`config.mk`:
```
export PLATFORM = sky130hd
export DESIGN_NAME = adc_pair_serial
export DESIGN_NICKNAME = d
export VERILOG_FILES = /design/src/afe_stream_pkg.sv /design/src/adc_pair_serial.sv /design/src/word_fifo.sv
export VERILOG_INCLUDE_DIRS = /design/src /design/src/src
export SDC_FILE = /design/constraint.sdc
export NUM_CORES = 1
export LEC_CHECK = 0
export ABC_AREA = 1
export BUFFER_PORTS_ARGS = -buffer_cell sky130_fd_sc_hd__clkbuf_2
export CAP_MARGIN = 20
export CELL_PAD_IN_SITES_DETAIL_PLACEMENT = 0
export CELL_PAD_IN_SITES_GLOBAL_PLACEMENT = 2
export CORE_ASPECT_RATIO = 1.2
export CORE_MARGIN = 2
export CORE_UTILIZATION = 38
export DETAILED_ROUTE_END_ITERATION = 8
export HOLD_SLACK_MARGIN = 0.1
export PLACE_DENSITY_LB_ADDON = 0.08
export SYNTH_ARGS = -nofsm -noshare
export SYNTH_HDL_FRONTEND = slang
export SYNTH_SLANG_ARGS = --single-unit
```
`constraint.sdc`:
```
create_clock -name REF_CLK -period 10.9 [get_ports REF_CLK]
set_clock_uncertainty 0.1 [all_clocks]
set_input_delay 1.09 -clock REF_CLK [delete_from_list [all_inputs] [get_ports REF_CLK]]
set_output_delay 1.09 -clock REF_CLK [all_outputs]
set_load 0.005 [all_outputs]
```
`src/afe_stream_regs.svh`:
```
`ifndef AFE_STREAM_REGS_SVH
`define AFE_STREAM_REGS_SVH

// converter and serial link
`define WORD_W 12
`define PIPE_LAT 11
`define FRAME_HALF 6
`define PAIR_W 24

// serial programming port
`define SPI_BITS 24
`define SPI_LAST 5'h17

// control register space
`define ADDR_CTRL 8'h00
`define ADDR_GAIN 8'h01
`define ADDR_STEP 8'h02
`define ADDR_SWSYNC 8'h03
`define CURVE_BASE 8'h01
`define CTRL_SWRST 0
`define CTRL_RDEN 1
`define CTRL_TGCWREN 2
`define CTRL_RST 3'h0
`define GAIN_RST 9'h000
`define STEP_RST 16'h0000

// gain code: 0.125 dB per step, 0 is -5 dB, 288 is 31 dB
`define GAIN_MAX 9'h120
`define CURVE_LEN 16

`endif

```
`src/afe_stream_pkg.sv`:
```
package afe_stream_pkg;
	typedef logic [8:0] gain_t;
	typedef enum logic [1:0] {
		SER_IDLE = 2'b00,
		SER_SHIFT = 2'b01
	} ser_state_t;
	typedef enum logic [1:0] {
		CV_IDLE = 2'b00,
		CV_RUN = 2'b01,
		CV_HOLD = 2'b11
	} curve_state_t;
endpackage

```
`src/adc_pair_serial.sv`:
```
// Functional notes
// one converter serves two channels, taken on alternate input clock rising edges
// each channel therefore runs at half the input clock rate
// each 12-bit result leaves the pipeline 11 input clock edges after sampling
// each channel has its own serial lane, straight offset binary coding
// a bit clock and a frame clock run beside the data lanes
// frame clock rises with the first bit of every word
// one bit per bit clock edge, double data rate
// a sync pin pulse starts the gain curve for all channels together
// a software command over the programming port also starts the curve
// gain code steps of 0.125 dB from -5 dB to 31 dB
// one curve memory, loaded over the programming port, shared by all channels
// the controller pulses reset before relying on the device
// reset clears every control register to zero
// each 24-clock group under low enable writes 8-bit address plus 16-bit data
// software reset bit at address zero resets the device and clears itself; the code resets only the control registers and the gain curve
// words are sent most significant bit first
`timescale 1ns/1ns
`include "afe_stream_regs.svh"
module adc_pair_serial #(
	parameter int FIFO_DEPTH = 8
) (
	input wire logic REF_CLK,
	input wire logic RST_N,
	input wire logic CLKIN,
	input wire logic [11:0] ADC_IN_A,
	input wire logic [11:0] ADC_IN_B,
	input wire logic SYNC,
	input wire logic SEN_N,
	input wire logic SCLK,
	input wire logic SDATA,
	input wire logic LINK_HOLD,
	output logic DOUT_A,
	output logic DOUT_B,
	output logic DCLK,
	output logic FCLK,
	output logic SAMPLE_PHASE,
	output logic SAMPLE_READY,
	output logic [8:0] GAIN_CODE,
	output logic CURVE_RUN
);
	localparam int PIN_W = 30;
	logic [PIN_W-1:0] pin_s1_r;
	logic [PIN_W-1:0] pin_s2_r;
	logic [5:0] ctl_d_r;
	logic clkin_s, sync_s, sen_n_s, sclk_s, sdata_s, hold_s;
	logic [11:0] adc_a_s;
	logic [11:0] adc_b_s;
	logic clk_edge;
	logic sync_pin_evt;

	// two-stage synchronisers for every pin other than REF_CLK and RST_N; edges are found after stage two
	always_ff @(posedge REF_CLK) begin
		if (!RST_N) begin
			pin_s1_r <= '0;
			pin_s2_r <= '0;
			ctl_d_r <= '0;
		end else begin
			pin_s1_r <= {CLKIN, SYNC, SEN_N, SCLK, SDATA, LINK_HOLD, ADC_IN_A, ADC_IN_B};
			pin_s2_r <= pin_s1_r;
			ctl_d_r <= pin_s2_r[29:24];
		end
	end
	assign {clkin_s, sync_s, sen_n_s, sclk_s, sdata_s, hold_s} = pin_s2_r[29:24];
	assign adc_a_s = pin_s2_r[23:12];
	assign adc_b_s = pin_s2_r[11:0];
	assign clk_edge = clkin_s && !ctl_d_r[5];
	assign sync_pin_evt = sync_s && !ctl_d_r[4];

	// ---------------- converter pair and pipeline ----------------
	logic phase_r;
	logic [11:0] samp_sel;
	logic [12:0] pipe_r [0:`PIPE_LAT-1];
	logic [11:0] word_a_r;
	logic [4:0] fill_r;
	logic emerge;
	logic [12:0] out_word;
	logic pair_valid;
	logic [`PAIR_W-1:0] pair_data;

	function automatic logic [11:0] to_offset_bin(input logic [11:0] twos);
		to_offset_bin = {~twos[11], twos[10:0]};
	endfunction

	assign samp_sel = phase_r ? adc_b_s : adc_a_s;
	assign out_word = pipe_r[`PIPE_LAT-1];
	assign emerge = clk_edge && (fill_r >= 5'(`PIPE_LAT));

	always_ff @(posedge REF_CLK) begin
		if (!RST_N)
			phase_r <= 1'b0;
		else if (clk_edge)
			phase_r <= ~phase_r;
	end

	always_ff @(posedge REF_CLK) begin
		if (clk_edge)
			pipe_r[0] <= {phase_r, to_offset_bin(samp_sel)};
	end

	genvar gi;
	generate
		for (gi = 1; gi < `PIPE_LAT; gi++) begin : g_pipe
			always_ff @(posedge REF_CLK) begin
				if (clk_edge)
					pipe_r[gi] <= pipe_r[gi-1];
			end
		end
	endgenerate

	always_ff @(posedge REF_CLK) begin
		if (!RST_N)
			fill_r <= '0;
		else if (clk_edge && fill_r < 5'(`PIPE_LAT))
			fill_r <= fill_r + 5'h01;
	end

	always_ff @(posedge REF_CLK) begin
		if (!RST_N)
			word_a_r <= '0;
		else if (emerge && !out_word[12])
			word_a_r <= out_word[11:0];
	end

	assign pair_valid = emerge && out_word[12];
	assign pair_data = {word_a_r, out_word[11:0]};
	assign SAMPLE_PHASE = phase_r;

	// ---------------- buffer and serializer ----------------
	logic fifo_valid;
	logic fifo_pop;
	logic [`PAIR_W-1:0] fifo_data;
	afe_stream_pkg::ser_state_t ser_r;
	logic [11:0] sh_a_r;
	logic [11:0] sh_b_r;
	logic [3:0] bit_r;
	logic take;

	word_fifo #(.WIDTH(`PAIR_W), .DEPTH(FIFO_DEPTH)) u_fifo (
		.clk(REF_CLK),
		.rst_n(RST_N),
		.in_valid(pair_valid),
		.in_ready(SAMPLE_READY),
		.in_data(pair_data),
		.out_valid(fifo_valid),
		.out_ready(fifo_pop),
		.out_data(fifo_data)
	);

	assign take = fifo_valid && !hold_s;
	assign fifo_pop = take && (ser_r == afe_stream_pkg::SER_IDLE || bit_r == 4'hb);

	always_ff @(posedge REF_CLK) begin
		if (!RST_N) begin
			ser_r <= afe_stream_pkg::SER_IDLE;
			bit_r <= '0;
			sh_a_r <= '0;
			sh_b_r <= '0;
		end else begin
			unique case (ser_r)
				afe_stream_pkg::SER_IDLE: begin
					if (fifo_pop) begin
						sh_a_r <= fifo_data[23:12];
						sh_b_r <= fifo_data[11:0];
						bit_r <= '0;
						ser_r <= afe_stream_pkg::SER_SHIFT;
					end
				end
				afe_stream_pkg::SER_SHIFT: begin
					if (fifo_pop) begin
						sh_a_r <= fifo_data[23:12];
						sh_b_r <= fifo_data[11:0];
						bit_r <= '0;
					end else begin
						sh_a_r <= {sh_a_r[10:0], 1'b0};
						sh_b_r <= {sh_b_r[10:0], 1'b0};
						bit_r <= bit_r + 4'h1;
						if (bit_r == 4'hb)
							ser_r <= afe_stream_pkg::SER_IDLE;
					end
				end
			endcase
		end
	end

	always_ff @(posedge REF_CLK) begin
		if (!RST_N) begin
			DOUT_A <= 1'b0;
			DOUT_B <= 1'b0;
			FCLK <= 1'b0;
		end else if (ser_r == afe_stream_pkg::SER_SHIFT) begin
			DOUT_A <= sh_a_r[11];
			DOUT_B <= sh_b_r[11];
			FCLK <= (bit_r < 4'(`FRAME_HALF));
		end else begin
			DOUT_A <= 1'b0;
			DOUT_B <= 1'b0;
			FCLK <= 1'b0;
		end
	end

	// bit clock toggles every cycle: each edge carries one new bit while the serializer is in SER_SHIFT
	always_ff @(posedge REF_CLK) begin
		if (!RST_N)
			DCLK <= 1'b0;
		else
			DCLK <= ~DCLK;
	end

	// ---------------- serial programming port ----------------
	logic [22:0] spi_sh_r;
	logic [4:0] spi_cnt_r;
	logic sclk_rise;
	logic spi_wr;
	logic [7:0] wr_addr;
	logic [15:0] wr_data;

	assign sclk_rise = sclk_s && !ctl_d_r[2] && !sen_n_s;
	assign spi_wr = sclk_rise && spi_cnt_r == `SPI_LAST;
	assign wr_addr = spi_sh_r[22:15];
	assign wr_data = {spi_sh_r[14:0], sdata_s};

	always_ff @(posedge REF_CLK) begin
		if (!RST_N) begin
			spi_sh_r <= '0;
			spi_cnt_r <= '0;
		end else if (sen_n_s) begin
			spi_cnt_r <= '0;
		end else if (sclk_rise) begin
			spi_sh_r <= {spi_sh_r[21:0], sdata_s};
			spi_cnt_r <= spi_wr ? 5'h00 : spi_cnt_r + 5'h01;
		end
	end

	// ---------------- control registers and gain curve ----------------
	logic [2:0] ctrl_r;
	afe_stream_pkg::gain_t man_gain_r;
	logic [15:0] step_len_r;
	afe_stream_pkg::gain_t curve_r [0:`CURVE_LEN-1];
	logic soft_rst;
	logic sw_sync;
	logic curve_wr;
	logic [7:0] curve_idx_w;

	assign soft_rst = ctrl_r[`CTRL_SWRST];
	assign curve_wr = spi_wr && ctrl_r[`CTRL_TGCWREN] && wr_addr != `ADDR_CTRL
		&& wr_addr < 8'(`CURVE_LEN + 1);
	assign curve_idx_w = wr_addr - `CURVE_BASE;
	assign sw_sync = spi_wr && !ctrl_r[`CTRL_TGCWREN] && wr_addr == `ADDR_SWSYNC && wr_data[0];

	always_ff @(posedge REF_CLK) begin
		if (!RST_N || soft_rst) begin
			ctrl_r <= `CTRL_RST;
			man_gain_r <= `GAIN_RST;
			step_len_r <= `STEP_RST;
		end else if (spi_wr) begin
			if (wr_addr == `ADDR_CTRL)
				ctrl_r <= wr_data[2:0];
			else if (!ctrl_r[`CTRL_TGCWREN] && wr_addr == `ADDR_GAIN)
				man_gain_r <= wr_data[8:0];
			else if (!ctrl_r[`CTRL_TGCWREN] && wr_addr == `ADDR_STEP)
				step_len_r <= wr_data;
		end
	end

	generate
		for (gi = 0; gi < `CURVE_LEN; gi++) begin : g_curve
			always_ff @(posedge REF_CLK) begin
				if (!RST_N || soft_rst)
					curve_r[gi] <= `GAIN_RST;
				else if (curve_wr && curve_idx_w == 8'(gi))
					curve_r[gi] <= wr_data[8:0];
			end
		end
	endgenerate

	function automatic afe_stream_pkg::gain_t clamp_gain(input afe_stream_pkg::gain_t g);
		clamp_gain = (g > `GAIN_MAX) ? `GAIN_MAX : g;
	endfunction

	afe_stream_pkg::curve_state_t cv_r;
	logic [3:0] cv_idx_r;
	logic [15:0] cv_cnt_r;
	logic cv_start;
	logic step_done;

	assign cv_start = sync_pin_evt || sw_sync;
	assign step_done = clk_edge && (cv_cnt_r + 16'h0001 >= step_len_r);

	always_ff @(posedge REF_CLK) begin
		if (!RST_N || soft_rst) begin
			cv_r <= afe_stream_pkg::CV_IDLE;
			cv_idx_r <= '0;
			cv_cnt_r <= '0;
		end else if (cv_start) begin
			cv_r <= afe_stream_pkg::CV_RUN;
			cv_idx_r <= '0;
			cv_cnt_r <= '0;
		end else begin
			unique case (cv_r)
				afe_stream_pkg::CV_IDLE: ;
				afe_stream_pkg::CV_RUN: begin
					if (step_done) begin
						cv_cnt_r <= '0;
						if (cv_idx_r == 4'(`CURVE_LEN - 1))
							cv_r <= afe_stream_pkg::CV_HOLD;
						else
							cv_idx_r <= cv_idx_r + 4'h1;
					end else if (clk_edge) begin
						cv_cnt_r <= cv_cnt_r + 16'h0001;
					end
				end
				afe_stream_pkg::CV_HOLD: ;
				default: cv_r <= afe_stream_pkg::CV_IDLE;
			endcase
		end
	end

	// one gain code drives every channel
	always_ff @(posedge REF_CLK) begin
		if (!RST_N) begin
			GAIN_CODE <= `GAIN_RST;
			CURVE_RUN <= 1'b0;
		end else begin
			GAIN_CODE <= clamp_gain(cv_r == afe_stream_pkg::CV_IDLE ? man_gain_r
				: curve_r[cv_idx_r]);
			CURVE_RUN <= (cv_r == afe_stream_pkg::CV_RUN);
		end
	end

	// ---------------- checks ----------------
	a_alternate_channel: assert property (@(posedge REF_CLK) disable iff (!RST_N)
		clk_edge |=> phase_r != $past(phase_r)) else $error("channel did not alternate");
	a_latency_eleven: assert property (@(posedge REF_CLK) disable iff (!RST_N)
		emerge |-> fill_r == 5'd11 && clk_edge) else $error("word left pipeline early");
	a_offset_binary: assert property (@(posedge REF_CLK) disable iff (!RST_N)
		clk_edge |=> pipe_r[0][11] == !$past(samp_sel[11])) else $error("coding not offset binary");
	a_frame_word: assert property (@(posedge REF_CLK) disable iff (!RST_N)
		$rose(FCLK) |-> FCLK[*6] ##1 !FCLK[*6]) else $error("frame clock not word aligned");
	a_msb_first: assert property (@(posedge REF_CLK) disable iff (!RST_N)
		fifo_pop |=> ##1 DOUT_A == $past(fifo_data[23], 2) && FCLK)
		else $error("first bit is not the top bit");
	a_bit_toggle: assert property (@(posedge REF_CLK) disable iff (!RST_N)
		DCLK |=> !DCLK ##1 DCLK) else $error("bit clock stopped");
	a_sync_start: assert property (@(posedge REF_CLK) disable iff (!RST_N)
		(sync_pin_evt && !soft_rst) |=> cv_r == afe_stream_pkg::CV_RUN && cv_idx_r == 4'h0)
		else $error("sync did not start curve");
	a_sw_sync: assert property (@(posedge REF_CLK) disable iff (!RST_N)
		(sw_sync && !soft_rst) |=> ##1 CURVE_RUN) else $error("software sync ignored");
	a_gain_range: assert property (@(posedge REF_CLK) disable iff (!RST_N)
		GAIN_CODE <= `GAIN_MAX) else $error("gain code out of range");
	a_swreset_clear: assert property (@(posedge REF_CLK) disable iff (!RST_N)
		(spi_wr && wr_addr == `ADDR_CTRL && wr_data[0] && !soft_rst) |=> soft_rst ##1
		(ctrl_r == 3'h0 && cv_r == afe_stream_pkg::CV_IDLE)) else $error("software reset stuck");
	a_group_24: assert property (@(posedge REF_CLK) disable iff (!RST_N)
		spi_wr |-> spi_cnt_r == 5'd23 && !sen_n_s) else $error("write off a 24-clock group");
endmodule

```
`src/word_fifo.sv`:
```
`timescale 1ns/1ns
module word_fifo #(
	parameter int WIDTH = 24,
	parameter int DEPTH = 8
) (
	input wire logic clk,
	input wire logic rst_n,
	input wire logic in_valid,
	output logic in_ready,
	input wire logic [WIDTH-1:0] in_data,
	output logic out_valid,
	input wire logic out_ready,
	output logic [WIDTH-1:0] out_data
);
	localparam int AW = $clog2(DEPTH);
	logic [WIDTH-1:0] mem_r [0:DEPTH-1];
	logic [AW-1:0] wr_ptr_r;
	logic [AW-1:0] rd_ptr_r;
	logic [AW-1:0] rd_ptr_nxt;
	logic [AW:0] count_r;
	logic push;
	logic pop;

	assign in_ready = (count_r != DEPTH[AW:0]);
	assign out_valid = (count_r != '0);
	assign push = in_valid && in_ready;
	assign pop = out_valid && out_ready;
	assign rd_ptr_nxt = pop ? rd_ptr_r + 1'b1 : rd_ptr_r;

	always_ff @(posedge clk) begin
		if (push)
			mem_r[wr_ptr_r] <= in_data;
	end

	// head word is registered; a write into the head slot is forwarded
	always_ff @(posedge clk) begin
		if (push && wr_ptr_r == rd_ptr_nxt)
			out_data <= in_data;
		else
			out_data <= mem_r[rd_ptr_nxt];
	end

	always_ff @(posedge clk) begin
		if (!rst_n) begin
			wr_ptr_r <= '0;
			rd_ptr_r <= '0;
			count_r <= '0;
		end else begin
			if (push)
				wr_ptr_r <= wr_ptr_r + 1'b1;
			rd_ptr_r <= rd_ptr_nxt;
			count_r <= count_r + {{AW{1'b0}}, push} - {{AW{1'b0}}, pop};
		end
	end
endmodule
```
==> impl_results.md <==
- Final Hold Vio Count: 0
- Final Max Tran Viols: 0
- Period minus WS final: 4020 ps
- Endpoints failing setup: 0
- Cell repeated most along the worst path: nor2_1
- Vias: 17250
- Met3 Use GR: 0.0264
- Setup crit end kind: flip-flop
- Largest net degree at the start of global routing: roughly 90
- Site Rows: ~110
- Post-CTS setup buffers: 0
- Setup_tns: 0 ps
- Most common cell in the netlist: nand2_1
- Top_reg_cell synth: edfxtp_1
- Die Y: 296 um
- Critical path launch point type: flip-flop
- Detailed-route wire length: 66200 um
- Pleak: 11.4 nW
- Critical path required time: about 11000 ps
- Status: complete, no violations
- DRC: 0
- RR Endpoint: curve_r[15][6]$_SDFFCE_PN0P_
- Die ar.: 73200 sq um
- Final worst-path cycle share: 0.369
- Top Usage Layer GRT: met2
- Ys Warns: 0
- CP Data Arrival Time: 4240 ps
- Share of cells above drive strength 1: 0.0976
- Port bufs: 47
- Number of CTS-inserted buffers: 72
- Critical path peak fanout: 45
- Reg2reg path depth: 10
- R2R Setup Slk: approximately 6900 ps
- Worst Tran Pin Value: 1080 ps
- Max cap viols: 0
- FF+latch area: 18800 sq um
- Hold Path Origin: pin_s1_r[29]$_SDFF_PN0_
- Peak supply drop: 0.000273 V
- H-tree levels: 3
- Post-CTS resize count: 0
- Cells after synthesis: 2471
- GRT overflow: 0
- HP Class: flip-flop to flip-flop
- Overall power: roughly 6.4 mW
- Initial Utilization: 0.382
- Vias per Instance: 4.95
- Routability congestion estimate: 0.759
- Clk_lat worst skew: about 620 ps
- Critical Path Max Stage Delay: 720 ps
- Top cell type's share of synthesized area: 0.533
- Core area: around 71000 sq um
- FILL cells: 6679
- First-pass GRT wire length: 101000 um
- Top cells by area, synth: edfxtp_1 53%, dfxtp_1 16%, nand2_1 6.8%
- Io pins: between 40 and 50
- Seq/Total Area, Yosys: 0.694
- Distinct cell type count after synthesis: 47
- P&R area growth vs syn: 13.8%
- Cts hold-fix bufs: 0
- Met1 usage: 0.218
- Slowest-stage cell, CP: and2_1
- Syn avg cell area: between 10 and 15 sq um
- CTS root buffer: clkbuf_16
- RR Startpoint: pin_s2_r[26]$_SDFF_PN0_
- # nets final: between 2000 and 3000
- Power Density: 207 nW/um^2
- Worst slew margin: 0.273
- Post-route ant nets: 0
- Initial antenna violation count: 0
- Syn Nets: 2535
- Area leader, netlist: edfxtp_1
- Die Wd: approximately 250 um
- Clock Path Buffers: 3
- DR pass1 iterations: 5
- Area of the multi-input gates: 7040 sq um
- #FFs+latches synth: roughly 700
- Routed length per instance: 19.0 um
- # diodes: 0
- Hold Path Cell Cnt: 2
- Crit-path cells: nand2_1 > nor2_4 > nand3_1 > nor2_1 > nand2_2 > nor2_1 > and2_1 > inv_2 > o21ai_0 > buf_2
- F_max: 249 MHz
- Crit Path Category: flip-flop to flip-flop
- GRT Util Overall: 0.183
- Post-DP HPWL: 40200 um
- RSZ-0062 raised after global routing: false
- FFs w/ async S/R, synth: 0
- CTS tree: built
- Vias in the first global route: 17246
- Synthesized area: about 27000 sq um
- Clock transition at path regs: 60 ps
- Number of flops mapped to enable cells by yosys: 479
- DR iter-0 viols: 1004
- Grt met2 use: 0.336
- Most frequent cells after synthesis: 486 x nand2_1, 479 x edfxtp_1, 274 x nor2_1, 218 x dfxtp_1, 196 x inv_1
- WHS Endpoint: pin_s2_r[29]$_SDFF_PN0_
- Clock sink total: 697
==> sequential cells by signal, summed over array words and instances, names as in the netlist, 5 cells and up, named ones only <==
register,cells
pin_s2_r,30
man_gain_r,9
spi_cnt_r,5
sh_b_r,12
fill_r,5
cv_cnt_r,16
curve_r,144
pipe_r,143
spi_sh_r,23
pin_s1_r,30
word_a_r,12
step_len_r,16
u_fifo.mem_r,192
GAIN_CODE,9
sh_a_r,12
==> logic make-up after synthesis <==
logic type,count (synthesis),synth area share
xor gates and xnor gates,21,0.00681
muxes,1,0.000371
AOI/OAI and AO/OA,382,0.0777
adders and majority gates,32,0.0151
buffers and inverters,335,0.0470
DFF,697,0.694
and+or+nand+nor,1003,0.159
==> cell type report <==
type	count	area share
clock buffer	96	0.0652
clock inverter	35	0.0156
inverter	215	0.0263
multi-input combinational	1439	0.229
sequential	697	0.610
tap	926	0.0377
timing repair buffer	80	0.0161
==> where the power goes <==
part | switching [mW] | total, mW | internal [mW] | leakage, nW
Combinational | 0.578 | 0.823 | 0.245 | 4.02
Clock | 1.06 | 2.56 | 1.50 | 1.21
Sequential | 0.0606 | 2.99 | 2.93 | 6.21
==> per-layer routing <==
metal	vias up	wire length, um
met1	8354	27300
met5	-	0
li1	8484	-
met2	302	34700
met3	110	2490
met4	0	1710
==> critical path, delay by kind of cell (launching register included) <==
kind            cells  cell delay [ps]
buf+inv             2              570
compound gates      1              510
flops               1              330
simple gates        7             2190
==> per-stage QoR <==
step	cells	worst slack, ps	hold WS (ps)	util	instance area (sq um)
6_report	3488	6880	312	0.435	30700
5_1_grt	3488	6500	318	0.435	30700
4_1_cts	3484	6440	311	0.434	30700
3_5_place_dp	3353	6440	298	0.399	28200
3_3_place_gp	3350	6590	295	0.399	28200
2_1_floorplan	2471	1210	290	-	27000
==> layout by cell type (no fill, tap or decap), types with 5 or more instances in the layout <==
master	instances
nand3_1	178
nor3_2	5
o22ai_1	16
nor2_2	8
clkinv_1	18
bufinv_16	8
xnor2_1	5
nand2_1	485
o21ai_0	158
edfxtp_1	479
a21oi_1	155
clkbuf_2	46
nand4_1	6
ha_1	31
dfxtp_1	216
nand3_2	5
a221oi_1	8
or2_2	12
nor3_1	11
clkinv_2	10
o221ai_1	16
xor2_1	16
buf_4	29
nor2_1	267
clkbuf_1	14
a31oi_1	11
clkbuf_16	73
nor2_4	6
inv_2	6
clkbuf_8	9
inv_1	196
a221o_1	9
==> worst max path at each step <==
stage / startpoint / to / slack (ps) / cells after the start
after floorplan: pin_s2_r[29]$_SDFF_PN0_ / u_fifo.mem_r[0][0]$_DFFE_PP_ / 1210 / 7
after global placement: ctl_d_r[2]$_SDFF_PN0_ / curve_r[1][3]$_SDFFCE_PN0P_ / 6590 / 10
after detailed placement: pin_s2_r[26]$_SDFF_PN0_ / curve_r[15][7]$_SDFFCE_PN0P_ / 6440 / 9
after CTS: pin_s2_r[26]$_SDFF_PN0_ / curve_r[15][5]$_SDFFCE_PN0P_ / 6440 / 9
after global routing: pin_s2_r[26]$_SDFF_PN0_ / curve_r[15][5]$_SDFFCE_PN0P_ / 6500 / 10
final: pin_s2_r[26]$_SDFF_PN0_ / curve_r[15][6]$_SDFFCE_PN0P_ / 6880 / 10
Note: power is estimated with default switching activity, not from simulation.
